File: src/rtl/ashc_pkg.sv
// package with constants and carrier types for the axis stop and homing block
//
// Functional notes
// - stop removes all traversing outputs at once
// - no new motion starts while stop held
// - stop outranks every other command input
// - homing starts on request rising edge
// - method: 0 preset, 1/2 passive, 3 absolute
// - methods 0..2 incremental only, 3 absolute only
// - direct preset only with no motion
// - direct preset loads position on request edge
// - success sets homed; repeat keeps it set
// - passive homing startable moving or at rest
// - passive loads on reference event, matching direction
// - arming passive homing never drives the axis
// - reference event from one configured source
// - combined source: zero mark gated by input
// - absolute adjustment only with no motion
// - absolute adjustment needs only the request edge
// - offset equals preset minus encoder position
// - absolute offset kept across power cycles
// - position equals offset plus encoder position
// - incremental homed lost on start or encoder error
// - jog accepted whether homed or not
package ashc_pkg;

  localparam int unsigned POS_W = 32;

  // homing methods
  localparam logic [1:0] METHOD_PRESET   = 2'h0;
  localparam logic [1:0] METHOD_PASS_POS = 2'h1;
  localparam logic [1:0] METHOD_PASS_NEG = 2'h2;
  localparam logic [1:0] METHOD_ABS_ADJ  = 2'h3;

  // reference event sources
  localparam logic [1:0] SRC_ZERO_MARK = 2'h0;
  localparam logic [1:0] SRC_DI_RISE   = 2'h1;
  localparam logic [1:0] SRC_DI_FALL   = 2'h2;
  localparam logic [1:0] SRC_COMBINED  = 2'h3;

  // reset values
  localparam logic [POS_W-1:0] OFFSET_RST = 32'h0000_0000;
  localparam logic [POS_W-1:0] POS_RST    = 32'h0000_0000;

  // edge detector lane positions
  localparam int unsigned EDGE_N    = 4;
  localparam int unsigned LANE_HOME = 0;
  localparam int unsigned LANE_JOGP = 1;
  localparam int unsigned LANE_JOGN = 2;
  localparam int unsigned LANE_DI   = 3;

  // homing sequencer states, gray along idle -> armed
  typedef enum logic [1:0] {
    HS_IDLE  = 2'b00,
    HS_ARMED = 2'b01
  } ashc_home_state_t;

  // static configuration of encoder and reference source
  typedef struct packed {
    logic       abs_encoder;   // 1: absolute encoder fitted
    logic [1:0] ref_source;    // reference event source
    logic       di_active_hi;  // active level of reference input
  } ashc_cfg_t;

  // contactor outputs
  typedef struct packed {
    logic pos;    // traverse positive
    logic neg;    // traverse negative
    logic rapid;  // rapid traverse, else creep
  } ashc_drive_t;

  // homing status
  typedef struct packed {
    logic homed;  // axis homed
    logic armed;  // passive homing waiting for event
    logic error;  // last request rejected
    logic done;   // one-cycle pulse on completion
  } ashc_home_stat_t;

endpackage

File: src/rtl/ashc_edge_det.sv
// edge detector against previous cycle sample
`timescale 1ns/10ps
`default_nettype none
module ashc_edge_det #(
  parameter int unsigned W = 1
) (
  input  wire logic         core_clk, // clock
  input  wire logic         sys_rst,  // async reset, high
  input  wire logic         ce,       // clock enable
  input  wire logic [W-1:0] d,        // sampled inputs
  output logic      [W-1:0] rise,     // low to high this cycle
  output logic      [W-1:0] fall      // high to low this cycle
);
  logic [W-1:0] prev_reg;

  // previous cycle sample
  always_ff @(posedge core_clk or posedge sys_rst) begin
    if (sys_rst) begin
      prev_reg <= '0;
    end else if (ce) begin
      prev_reg <= d;
    end
  end

  // compare with previous sample
  assign rise = d & ~prev_reg;
  assign fall = ~d & prev_reg;
endmodule
`default_nettype wire

File: src/rtl/ashc_offset_store.sv
// retained storage for the absolute encoder offset
`timescale 1ns/10ps
`default_nettype none
module ashc_offset_store (
  input  wire logic                      core_clk, // clock
  input  wire logic                      nv_init,  // first power-up clear
  input  wire logic                      ce,       // clock enable
  input  wire logic                      wr_en,    // store new offset
  input  wire logic [ashc_pkg::POS_W-1:0] wr_data, // offset to store
  output logic      [ashc_pkg::POS_W-1:0] rd_data, // stored offset
  output logic                           rd_valid  // an offset was stored
);
  // cleared only by nv_init, never by controller reset
  always_ff @(posedge core_clk or posedge nv_init) begin
    if (nv_init) begin
      rd_data  <= ashc_pkg::OFFSET_RST;
      rd_valid <= 1'b0;
    end else if (ce && wr_en) begin
      rd_data  <= wr_data;
      rd_valid <= 1'b1;
    end
  end
endmodule
`default_nettype wire

File: src/rtl/ashc_top.sv
// stop, jog gating and homing control of a two-speed positioning axis
`timescale 1ns/10ps
`default_nettype none
module ashc_top (
  input  wire logic                       core_clk,     // 100 MHz clock
  input  wire logic                       sys_rst,      // async reset, high
  input  wire logic                       nv_init,      // clears retained store
  input  wire logic                       ce,           // clock enable
  input  wire ashc_pkg::ashc_cfg_t        cfg,          // encoder config
  input  wire logic                       stop,         // stop command
  input  wire logic                       jog_pos,      // jog positive level
  input  wire logic                       jog_neg,      // jog negative level
  input  wire logic                       jog_rapid,    // jog at rapid speed
  input  wire logic                       pos_start,    // positioning start
  input  wire ashc_pkg::ashc_drive_t      pos_drive,    // positioning job drive
  input  wire logic                       homing_req,   // homing request
  input  wire logic [1:0]                 reference_method_select, // method
  input  wire logic [ashc_pkg::POS_W-1:0] reference_preset_value,  // preset
  input  wire logic                       reference_digital_input, // ref DI
  input  wire logic                       zero_mark,    // encoder zero mark
  input  wire logic [ashc_pkg::POS_W-1:0] enc_position, // encoder count
  input  wire logic                       enc_error,    // encoder fault
  output ashc_pkg::ashc_drive_t           drive,        // contactor outputs
  output logic                            motion_active,// traversing output on
  output logic [ashc_pkg::POS_W-1:0]      axis_position,// displayed position
  output ashc_pkg::ashc_home_stat_t       home_stat     // homing status
);

  ////////////////////////////////////////////////////////////////////////////
  // declarations

  logic [ashc_pkg::EDGE_N-1:0] edge_in;
  logic [ashc_pkg::EDGE_N-1:0] rise;
  logic [ashc_pkg::EDGE_N-1:0] fall;

  ashc_pkg::ashc_drive_t      drive_reg;
  ashc_pkg::ashc_drive_t      drive_next;
  ashc_pkg::ashc_home_state_t state_reg;
  ashc_pkg::ashc_home_state_t state_next;

  logic [1:0]                 method_reg;
  logic [ashc_pkg::POS_W-1:0] preset_reg;
  logic [ashc_pkg::POS_W-1:0] inc_offset_reg;
  logic [ashc_pkg::POS_W-1:0] abs_offset;
  logic                       abs_valid;
  logic [ashc_pkg::POS_W-1:0] offset_sel;
  logic [ashc_pkg::POS_W-1:0] new_offset;
  logic [ashc_pkg::POS_W-1:0] axis_pos_reg;
  logic [ashc_pkg::POS_W-1:0] enc_prev_reg;
  logic                       inc_homed_reg;
  logic                       error_reg;
  logic                       done_reg;
  logic                       jog_fwd_reg;
  logic                       jog_rev_reg;

  logic others_idle_home;
  logic others_idle_jogp;
  logic others_idle_jogn;
  logic method_ok;
  logic home_start;
  logic home_accept;
  logic home_reject;
  logic preset_load;
  logic abs_store;
  logic ref_event;
  logic dir_pos;
  logic dir_neg;
  logic passive_hit;
  logic zero_prev_reg;
  logic zero_mark_rise;

  ////////////////////////////////////////////////////////////////////////////
  // edge detection

  assign edge_in = {reference_digital_input, jog_neg, jog_pos, homing_req};

  ashc_edge_det #(
    .W (ashc_pkg::EDGE_N)
  ) u_edge (
    .core_clk (core_clk),
    .sys_rst  (sys_rst),
    .ce       (ce),
    .d        (edge_in),
    .rise     (rise),
    .fall     (fall)
  );

  ////////////////////////////////////////////////////////////////////////////
  // command acceptance

  // an edge counts only with the other jog, homing and positioning start inputs low
  assign others_idle_home = !jog_pos && !jog_neg && !pos_start;
  assign others_idle_jogp = !homing_req && !jog_neg && !pos_start;
  assign others_idle_jogn = !homing_req && !jog_pos && !pos_start;

  // method against encoder kind
  assign method_ok = cfg.abs_encoder ?
                     (reference_method_select == ashc_pkg::METHOD_ABS_ADJ) :
                     (reference_method_select != ashc_pkg::METHOD_ABS_ADJ);

  assign home_start = rise[ashc_pkg::LANE_HOME] && others_idle_home;

  // preset and adjustment need a still axis, passive does not
  always_comb begin
    home_accept = 1'b0;
    if (home_start && method_ok) begin
      unique case (reference_method_select)
        ashc_pkg::METHOD_PRESET:   home_accept = !motion_active;
        ashc_pkg::METHOD_PASS_POS: home_accept = 1'b1;
        ashc_pkg::METHOD_PASS_NEG: home_accept = 1'b1;
        ashc_pkg::METHOD_ABS_ADJ:  home_accept = !motion_active;
      endcase
    end
  end

  assign home_reject = home_start && !home_accept;

  assign preset_load = home_accept &&
                       (reference_method_select == ashc_pkg::METHOD_PRESET);
  assign abs_store   = home_accept &&
                       (reference_method_select == ashc_pkg::METHOD_ABS_ADJ);

  ////////////////////////////////////////////////////////////////////////////
  // reference event and travel direction

  // one configured source
  always_comb begin
    unique case (cfg.ref_source)
      ashc_pkg::SRC_ZERO_MARK: ref_event = zero_mark_rise;
      ashc_pkg::SRC_DI_RISE:   ref_event = rise[ashc_pkg::LANE_DI];
      ashc_pkg::SRC_DI_FALL:   ref_event = fall[ashc_pkg::LANE_DI];
      ashc_pkg::SRC_COMBINED:
        ref_event = zero_mark_rise &&
                    (reference_digital_input == cfg.di_active_hi);
    endcase
  end

  // zero mark edge, kept apart from the command lanes
  always_ff @(posedge core_clk or posedge sys_rst) begin
    if (sys_rst) begin
      zero_prev_reg <= 1'b0;
    end else if (ce) begin
      zero_prev_reg <= zero_mark;
    end
  end
  assign zero_mark_rise = zero_mark && !zero_prev_reg;

  // encoder sample of previous cycle gives the direction
  always_ff @(posedge core_clk or posedge sys_rst) begin
    if (sys_rst) begin
      enc_prev_reg <= ashc_pkg::POS_RST;
    end else if (ce) begin
      enc_prev_reg <= enc_position;
    end
  end
  assign dir_pos = $signed(enc_position) > $signed(enc_prev_reg);
  assign dir_neg = $signed(enc_position) < $signed(enc_prev_reg);

  assign passive_hit = (state_reg == ashc_pkg::HS_ARMED) && ref_event &&
                       ((method_reg == ashc_pkg::METHOD_PASS_POS) ? dir_pos
                                                                  : dir_neg);

  ////////////////////////////////////////////////////////////////////////////
  // homing sequencer

  // arming never touches the drive outputs
  always_comb begin
    state_next = state_reg;
    unique case (state_reg)
      ashc_pkg::HS_IDLE: begin
        if (home_accept &&
            (reference_method_select == ashc_pkg::METHOD_PASS_POS ||
             reference_method_select == ashc_pkg::METHOD_PASS_NEG)) begin
          state_next = ashc_pkg::HS_ARMED;
        end
      end
      ashc_pkg::HS_ARMED: begin
        if (home_accept) begin
          state_next = (reference_method_select == ashc_pkg::METHOD_PASS_POS ||
                        reference_method_select == ashc_pkg::METHOD_PASS_NEG)
                       ? ashc_pkg::HS_ARMED : ashc_pkg::HS_IDLE;
        end else if (passive_hit || enc_error) begin
          state_next = ashc_pkg::HS_IDLE;
        end
      end
      default: state_next = ashc_pkg::HS_IDLE;
    endcase
  end

  // state registered every cycle; method and preset captured at the accepted request edge
  always_ff @(posedge core_clk or posedge sys_rst) begin
    if (sys_rst) begin
      state_reg  <= ashc_pkg::HS_IDLE;
      method_reg <= ashc_pkg::METHOD_PRESET;
      preset_reg <= ashc_pkg::POS_RST;
    end else if (ce) begin
      state_reg <= state_next;
      if (home_accept) begin
        method_reg <= reference_method_select;
        preset_reg <= reference_preset_value;
      end
    end
  end

  ////////////////////////////////////////////////////////////////////////////
  // offset and position

  // offset that makes the display equal the preset right now
  assign new_offset = (passive_hit ? preset_reg : reference_preset_value)
                      - enc_position;

  // volatile offset for incremental encoders
  always_ff @(posedge core_clk or posedge sys_rst) begin
    if (sys_rst) begin
      inc_offset_reg <= ashc_pkg::OFFSET_RST;
    end else if (ce && (preset_load || passive_hit)) begin
      inc_offset_reg <= new_offset;
    end
  end

  ashc_offset_store u_store (
    .core_clk (core_clk),
    .nv_init  (nv_init),
    .ce       (ce),
    .wr_en    (abs_store),
    .wr_data  (new_offset),
    .rd_data  (abs_offset),
    .rd_valid (abs_valid)
  );

  assign offset_sel = cfg.abs_encoder ? abs_offset : inc_offset_reg;

  // displayed position
  always_ff @(posedge core_clk or posedge sys_rst) begin
    if (sys_rst) begin
      axis_pos_reg <= ashc_pkg::POS_RST;
    end else if (ce) begin
      axis_pos_reg <= offset_sel + enc_position;
    end
  end
  assign axis_position = axis_pos_reg;

  ////////////////////////////////////////////////////////////////////////////
  // homed, error and done

  // incremental homed, lost at start and on encoder error
  always_ff @(posedge core_clk or posedge sys_rst) begin
    if (sys_rst) begin
      inc_homed_reg <= 1'b0;
    end else if (ce) begin
      if (enc_error) begin
        inc_homed_reg <= 1'b0;
      end else if (preset_load || passive_hit) begin
        inc_homed_reg <= 1'b1;
      end
    end
  end

  // error set on reject, cleared by the next accepted request
  always_ff @(posedge core_clk or posedge sys_rst) begin
    if (sys_rst) begin
      error_reg <= 1'b0;
      done_reg  <= 1'b0;
    end else if (ce) begin
      if (home_reject) begin
        error_reg <= 1'b1;
      end else if (home_accept) begin
        error_reg <= 1'b0;
      end
      done_reg <= preset_load || abs_store || passive_hit;
    end
  end

  assign home_stat.homed = cfg.abs_encoder ? abs_valid : inc_homed_reg;
  assign home_stat.armed = (state_reg == ashc_pkg::HS_ARMED);
  assign home_stat.error = error_reg;
  assign home_stat.done  = done_reg;

  ////////////////////////////////////////////////////////////////////////////
  // jog and drive outputs

  // jog latch: start on clean edge, end on release, both or stop
  always_ff @(posedge core_clk or posedge sys_rst) begin
    if (sys_rst) begin
      jog_fwd_reg <= 1'b0;
      jog_rev_reg <= 1'b0;
    end else if (ce) begin
      if (stop || !jog_pos || jog_neg) begin
        jog_fwd_reg <= 1'b0;
      end else if (rise[ashc_pkg::LANE_JOGP] && others_idle_jogp) begin
        jog_fwd_reg <= 1'b1;
      end
      if (stop || !jog_neg || jog_pos) begin
        jog_rev_reg <= 1'b0;
      end else if (rise[ashc_pkg::LANE_JOGN] && others_idle_jogn) begin
        jog_rev_reg <= 1'b1;
      end
    end
  end

  // next drive: stop first, then jog, else the positioning job
  always_comb begin
    drive_next = '0;
    if (stop) begin
      drive_next = '0;
    end else if (jog_fwd_reg || jog_rev_reg) begin
      drive_next.pos   = jog_fwd_reg;
      drive_next.neg   = jog_rev_reg;
      drive_next.rapid = jog_rapid;
    end else if (!(pos_drive.pos && pos_drive.neg)) begin
      drive_next = pos_drive;
    end
  end

  always_ff @(posedge core_clk or posedge sys_rst) begin
    if (sys_rst) begin
      drive_reg <= '0;
    end else if (ce) begin
      drive_reg <= drive_next;
    end
  end

  // stop gates the contactors without waiting for a clock edge
  assign drive         = stop ? '0 : drive_reg;
  assign motion_active = drive_reg.pos || drive_reg.neg;

  ////////////////////////////////////////////////////////////////////////////
  // assertions

  property p_stop_off;
    @(posedge core_clk) disable iff (sys_rst)
      stop |-> (drive == '0);
  endproperty
  a_stop_off: assert property (p_stop_off)
    else $error("drive active during stop");
  property p_stop_hold;
    @(posedge core_clk) disable iff (sys_rst)
      (stop && ce) ##1 stop |-> !motion_active;
  endproperty
  a_stop_hold: assert property (p_stop_hold)
    else $error("motion restarted under stop");
  property p_stop_first;
    @(posedge core_clk) disable iff (sys_rst)
      (ce && stop) |=> !drive_reg.pos && !drive_reg.neg;
  endproperty
  a_stop_first: assert property (p_stop_first)
    else $error("stop did not clear drive state");
  property p_preset_pos;
    @(posedge core_clk) disable iff (sys_rst)
      (ce && preset_load && !cfg.abs_encoder) ##1 ce
        |=> axis_position == $past(reference_preset_value, 2)
                             - $past(enc_position, 2) + $past(enc_position);
  endproperty
  a_preset_pos: assert property (p_preset_pos)
    else $error("preset not shown in position");
  property p_homed_set;
    @(posedge core_clk) disable iff (sys_rst)
      (ce && preset_load && !enc_error) |=> inc_homed_reg && done_reg;
  endproperty
  a_homed_set: assert property (p_homed_set)
    else $error("homed not set after preset");
  property p_reject;
    @(posedge core_clk) disable iff (sys_rst)
      (ce && home_reject) |=> error_reg &&
        inc_offset_reg == $past(inc_offset_reg) && !done_reg;
  endproperty
  a_reject: assert property (p_reject)
    else $error("rejected request changed state");
  property p_arm_nodrive;
    @(posedge core_clk) disable iff (sys_rst)
      (ce && home_stat.armed && !jog_fwd_reg && !jog_rev_reg &&
       pos_drive == '0 && !motion_active) |=> !motion_active;
  endproperty
  a_arm_nodrive: assert property (p_arm_nodrive)
    else $error("armed homing moved the axis");
  property p_enc_err;
    @(posedge core_clk) disable iff (sys_rst)
      (ce && enc_error) |=> !inc_homed_reg;
  endproperty
  a_enc_err: assert property (p_enc_err)
    else $error("homed kept after encoder error");
  property p_method;
    @(posedge core_clk) disable iff (sys_rst)
      (home_start && cfg.abs_encoder &&
       reference_method_select != ashc_pkg::METHOD_ABS_ADJ) |-> home_reject;
  endproperty
  a_method: assert property (p_method)
    else $error("wrong method accepted");

endmodule
`default_nettype wire

File: config.mk
export PLATFORM = sky130hd
export DESIGN_NAME = ashc_top
export DESIGN_NICKNAME = d
export VERILOG_FILES = /design/src/rtl/ashc_pkg.sv /design/src/rtl/ashc_edge_det.sv /design/src/rtl/ashc_offset_store.sv /design/src/rtl/ashc_top.sv
export SDC_FILE = /design/constraint.sdc
export NUM_CORES = 1
export LEC_CHECK = 0
export BUFFER_PORTS_ARGS = -buffer_cell sky130_fd_sc_hd__buf_4
export CAP_MARGIN = 10
export CELL_PAD_IN_SITES_DETAIL_PLACEMENT = 0
export CELL_PAD_IN_SITES_GLOBAL_PLACEMENT = 1
export CORE_ASPECT_RATIO = 0.9
export CORE_UTILIZATION = 51
export CTS_BUF_LIST = sky130_fd_sc_hd__clkbuf_8 sky130_fd_sc_hd__clkbuf_16
export CTS_CLUSTER_SIZE = 30
export DETAILED_ROUTE_END_ITERATION = 8
export GPL_ROUTABILITY_DRIVEN = 0
export GPL_TIMING_DRIVEN = 0
export PLACE_DENSITY_LB_ADDON = 0.1
export SYNTH_ARGS = -nofsm -noshare
export SYNTH_HDL_FRONTEND = slang
export SYNTH_HIERARCHICAL = 1
export SYNTH_SLANG_ARGS = --single-unit
export TNS_END_PERCENT = 1
File: constraint.sdc
create_clock -name core_clk -period 12.85 [get_ports core_clk]
set_input_delay 1.285 -clock core_clk [delete_from_list [all_inputs] [get_ports core_clk]]
set_output_delay 1.285 -clock core_clk [all_outputs]
set_load 0.01 [all_outputs]
==> summary.txt <==
Outcome
  – Status: complete, no violations

Timing
  – Final WS setup: 5.371 ns
  – Post-Route Setup TNS: 0 ns
  – Least-Margin Pin Slew: 0.8784 ns
  – Final Hold Vio Count: 0
  – RSZ-0062 raised after global routing: no
  – Minimum clock period: 7.479 ns
  – Clock skew: 0.01794 ns
  – Max Fclk: 0.1337 GHz
  – Crit share post-route: 58.20%
  – Final setup fails: 0
  – Slew Viols, Final: 0
  – Slew headroom: 41.35%

Detailed routing
  – TritonRoute pass-1 iters: 5
  – Routed len/inst: 18.58 um
  – Vias/cell: 5.491
  – DRC viols: 0
  – Detail Route Antenna Nets: 0
  – 1st-iter DRT viols: 540
  – Routed vias: 8,473
  – DRT Wirelength: 28,670 um

Clock tree
  – CTS tree: built
  – CTS resizes: 0
  – Max clock buf depth: 2
  – Total clock sinks: 177
  – # hold bufs at CTS: 0
  – Root buffer cell: clkbuf_16
  – Post-CTS Setup Repair Bufs: 0
  – CTS clk-pin slew, worst paths: 0.08 ns
  – Htree depth: 4
  – Clk_lat worst skew: 0.44 ns
  – CTS buffer count: 17

Setup path
  – CP cell instances: buf_4 -> ha_1 -> nand4_1 -> nor4_2 -> a21boi_1 -> o41ai_2 -> a21oi_1 -> a41o_1 -> mux2i_4 -> buf_2 -> mux2i_1 -> ha_1 -> inv_1 -> fa_1 -> a211oi_1 -> o21bai_1 -> o21ai_1 -> a31oi_1 -> o22ai_1 -> o21ai_0 -> a221o_1 -> a21oi_1 -> xnor2_1 -> mux2_2
  – WP data required: 13.17 ns
  – Worst Setup End Kind: register
  – CP peak stage delay: 0.52 ns
  – Slowest-stage cell, CP: mux2i_4
  – Crit Path Max Fanout: 10
  – Crit start category: input port
  – CP Class: in -> reg
  – Arrival @ worst endpoint: 7.80 ns

Placement
  – Post-placement cell area: 0.01278 mm2
  – Pre-CTS WS: 4.932 ns
  – Number of port buffers: 124
  – HPWL Detailed: 21,720 um

Synthesis
  – Syn Nets: 1,279
  – Mapped cell area: 0.01145 mm2
  – Avg Cell Area, Syn: 10.46 um2
  – Mapped Cells: 1,095
  – Yosys warnings: 6

Power
  – Pwr per Cell Area: 122.5 mW/mm2
  – P_sw: 488.3 uW
  – Switch share: 29.76%
  – Clk network pwr share: 33.7%
  – Sequential Power Share: 40.4%
  – P_int: 1.153 mW
  – Leakage power figure: 6.824 nW
  – Combinational share of power: 25.8%
  – Maximum vdd drop: 0.07978 mV
  – Overall Power: 1.641 mW

GRT
  – GRT Total Usage: 25.73%
  – First-pass GRT wire length: 45,580 um
  – GRT overflow: 0
  – Antenna violations before repair: 0
  – Largest net degree at the start of global routing: 74
  – Number of global-route vias before repair: 8,229

Floorplanning
  – Initial core utilization: 52.48%
  – Die Ht: 144.2 um
  – Die W: 160.0 um
  – Die ar.: 0.02306 mm2
  – # rows: 51
  – Core Area: 0.02182 mm2
  – I/O pins: 126

Finish
  – Layout cell share with drive strength beyond 1: 27.48%
  – Utilization after layout: 61.37%
  – # diodes: 0
  – Final nets: 1,423
  – Fin area: 0.01339 mm2
  – Syn-to-layout area delta: 16.94%
  – Layout filler cell count: 1,893

Flow run
  – Max cap viols: 0

Min path
  – Hold WC Path Type: reg -> reg
routing by layer:
| layer | up-vias | global-route usage [%] | share of wire, % |
|---|---|---|---|
| met5 | - | 0 | 0 |
| met3 | 30 | 4.330 | 4.1 |
| met2 | 195 | 38.60 | 43 |
| met1 | 4091 | 38.75 | 52 |
| li1 | 4157 | - | - |
| met4 | 0 | 5.263 | 1.0 |
layout by cell type, fill, tap and decap left out, types with 4 or more instances in the layout:
cell         n
xor2_1      18
clkbuf_1    17
buf_2        4
mux2_2     130
inv_1       91
a211oi_1     7
buf_4      128
a211o_1      4
nor2_1      36
a21o_1      25
o22ai_1      4
o21ai_0     66
mux2_4      29
nand2b_1    11
mux2_1      27
o21ai_1      7
o21bai_1     4
dfrtp_1    177
a21oi_1     72
xnor2_1     40
nor3_1       4
ha_1        96
nand2_1     84
o211ai_1     5
clkbuf_16   17
nand4_1      5
a31oi_1      7
and3_1       9
and2_1       5
nand3_1     14
o31a_1       5
inv_6        7
nor2b_1     19
o21a_1       8
cell type report:
type                            count  area, um2  area share [%]
Multi-Input combinational cell    793       6511           48.62
Sequential cell                   177       4429           33.07
Timing Repair Buffer              125      958.4           7.156
Clock buffer                       18      439.2           3.279
Tap cell                          291      364.1           2.719
Inverter                           94      357.8           2.672
Clock inverter                     14      173.9           1.299
Buffer                             31      158.9           1.186
worst max-delay path, delay by kind of cell:
family                     cells  cell delay [ns]
buffers and inverters          3             0.62
adders and majority gates      3             0.92
AOI/OAI and AO/OA             12             3.06
muxes                          3             1.09
and+or+nand+nor                2             0.68
xor gates and xnor gates       1             0.10
metrics by stage:
| step | hold slack (ns) | instances |
|---|---|---|
| floorplan | 0.4285 | 1095 |
| global placement | 0.4486 | 1510 |
| detailed placement | 0.4593 | 1511 |
| CTS | 0.4781 | 1543 |
| global route | 0.5051 | 1543 |
| finish | 0.4740 | 1543 |
path summary, 6_finish.rpt:
path / startpoint / end / slack (ns) / cells after the start
max: enc_position[15] / inc_offset_reg[24] / 5.37 / 24
max reg2reg: enc_prev_reg[14] / inc_offset_reg[24] / 5.98 / 24
min in group asynchronous: sys_rst / u_edge/prev_reg[2] / 0.77 / 2
min reg2reg: inc_offset_reg[19] / inc_offset_reg[19] / 0.47 / 2
min: inc_offset_reg[19] / inc_offset_reg[19] / 0.47 / 2
max in group asynchronous: sys_rst / axis_position[19] / 11.07 / 3
power groups by stage:
stage / Clock [mW] / Combinational [mW] / Sequential (mW)
2_1_floorplan: 0 / 0.267 / 0.679
3_3_place_gp: 0 / 0.415 / 0.671
3_5_place_dp: 0 / 0.422 / 0.674
4_1_cts: 0.563 / 0.425 / 0.664
5_1_grt: 0.583 / 0.468 / 0.673
6_report: 0.554 / 0.424 / 0.663
(Power assumes the default switching activity.)
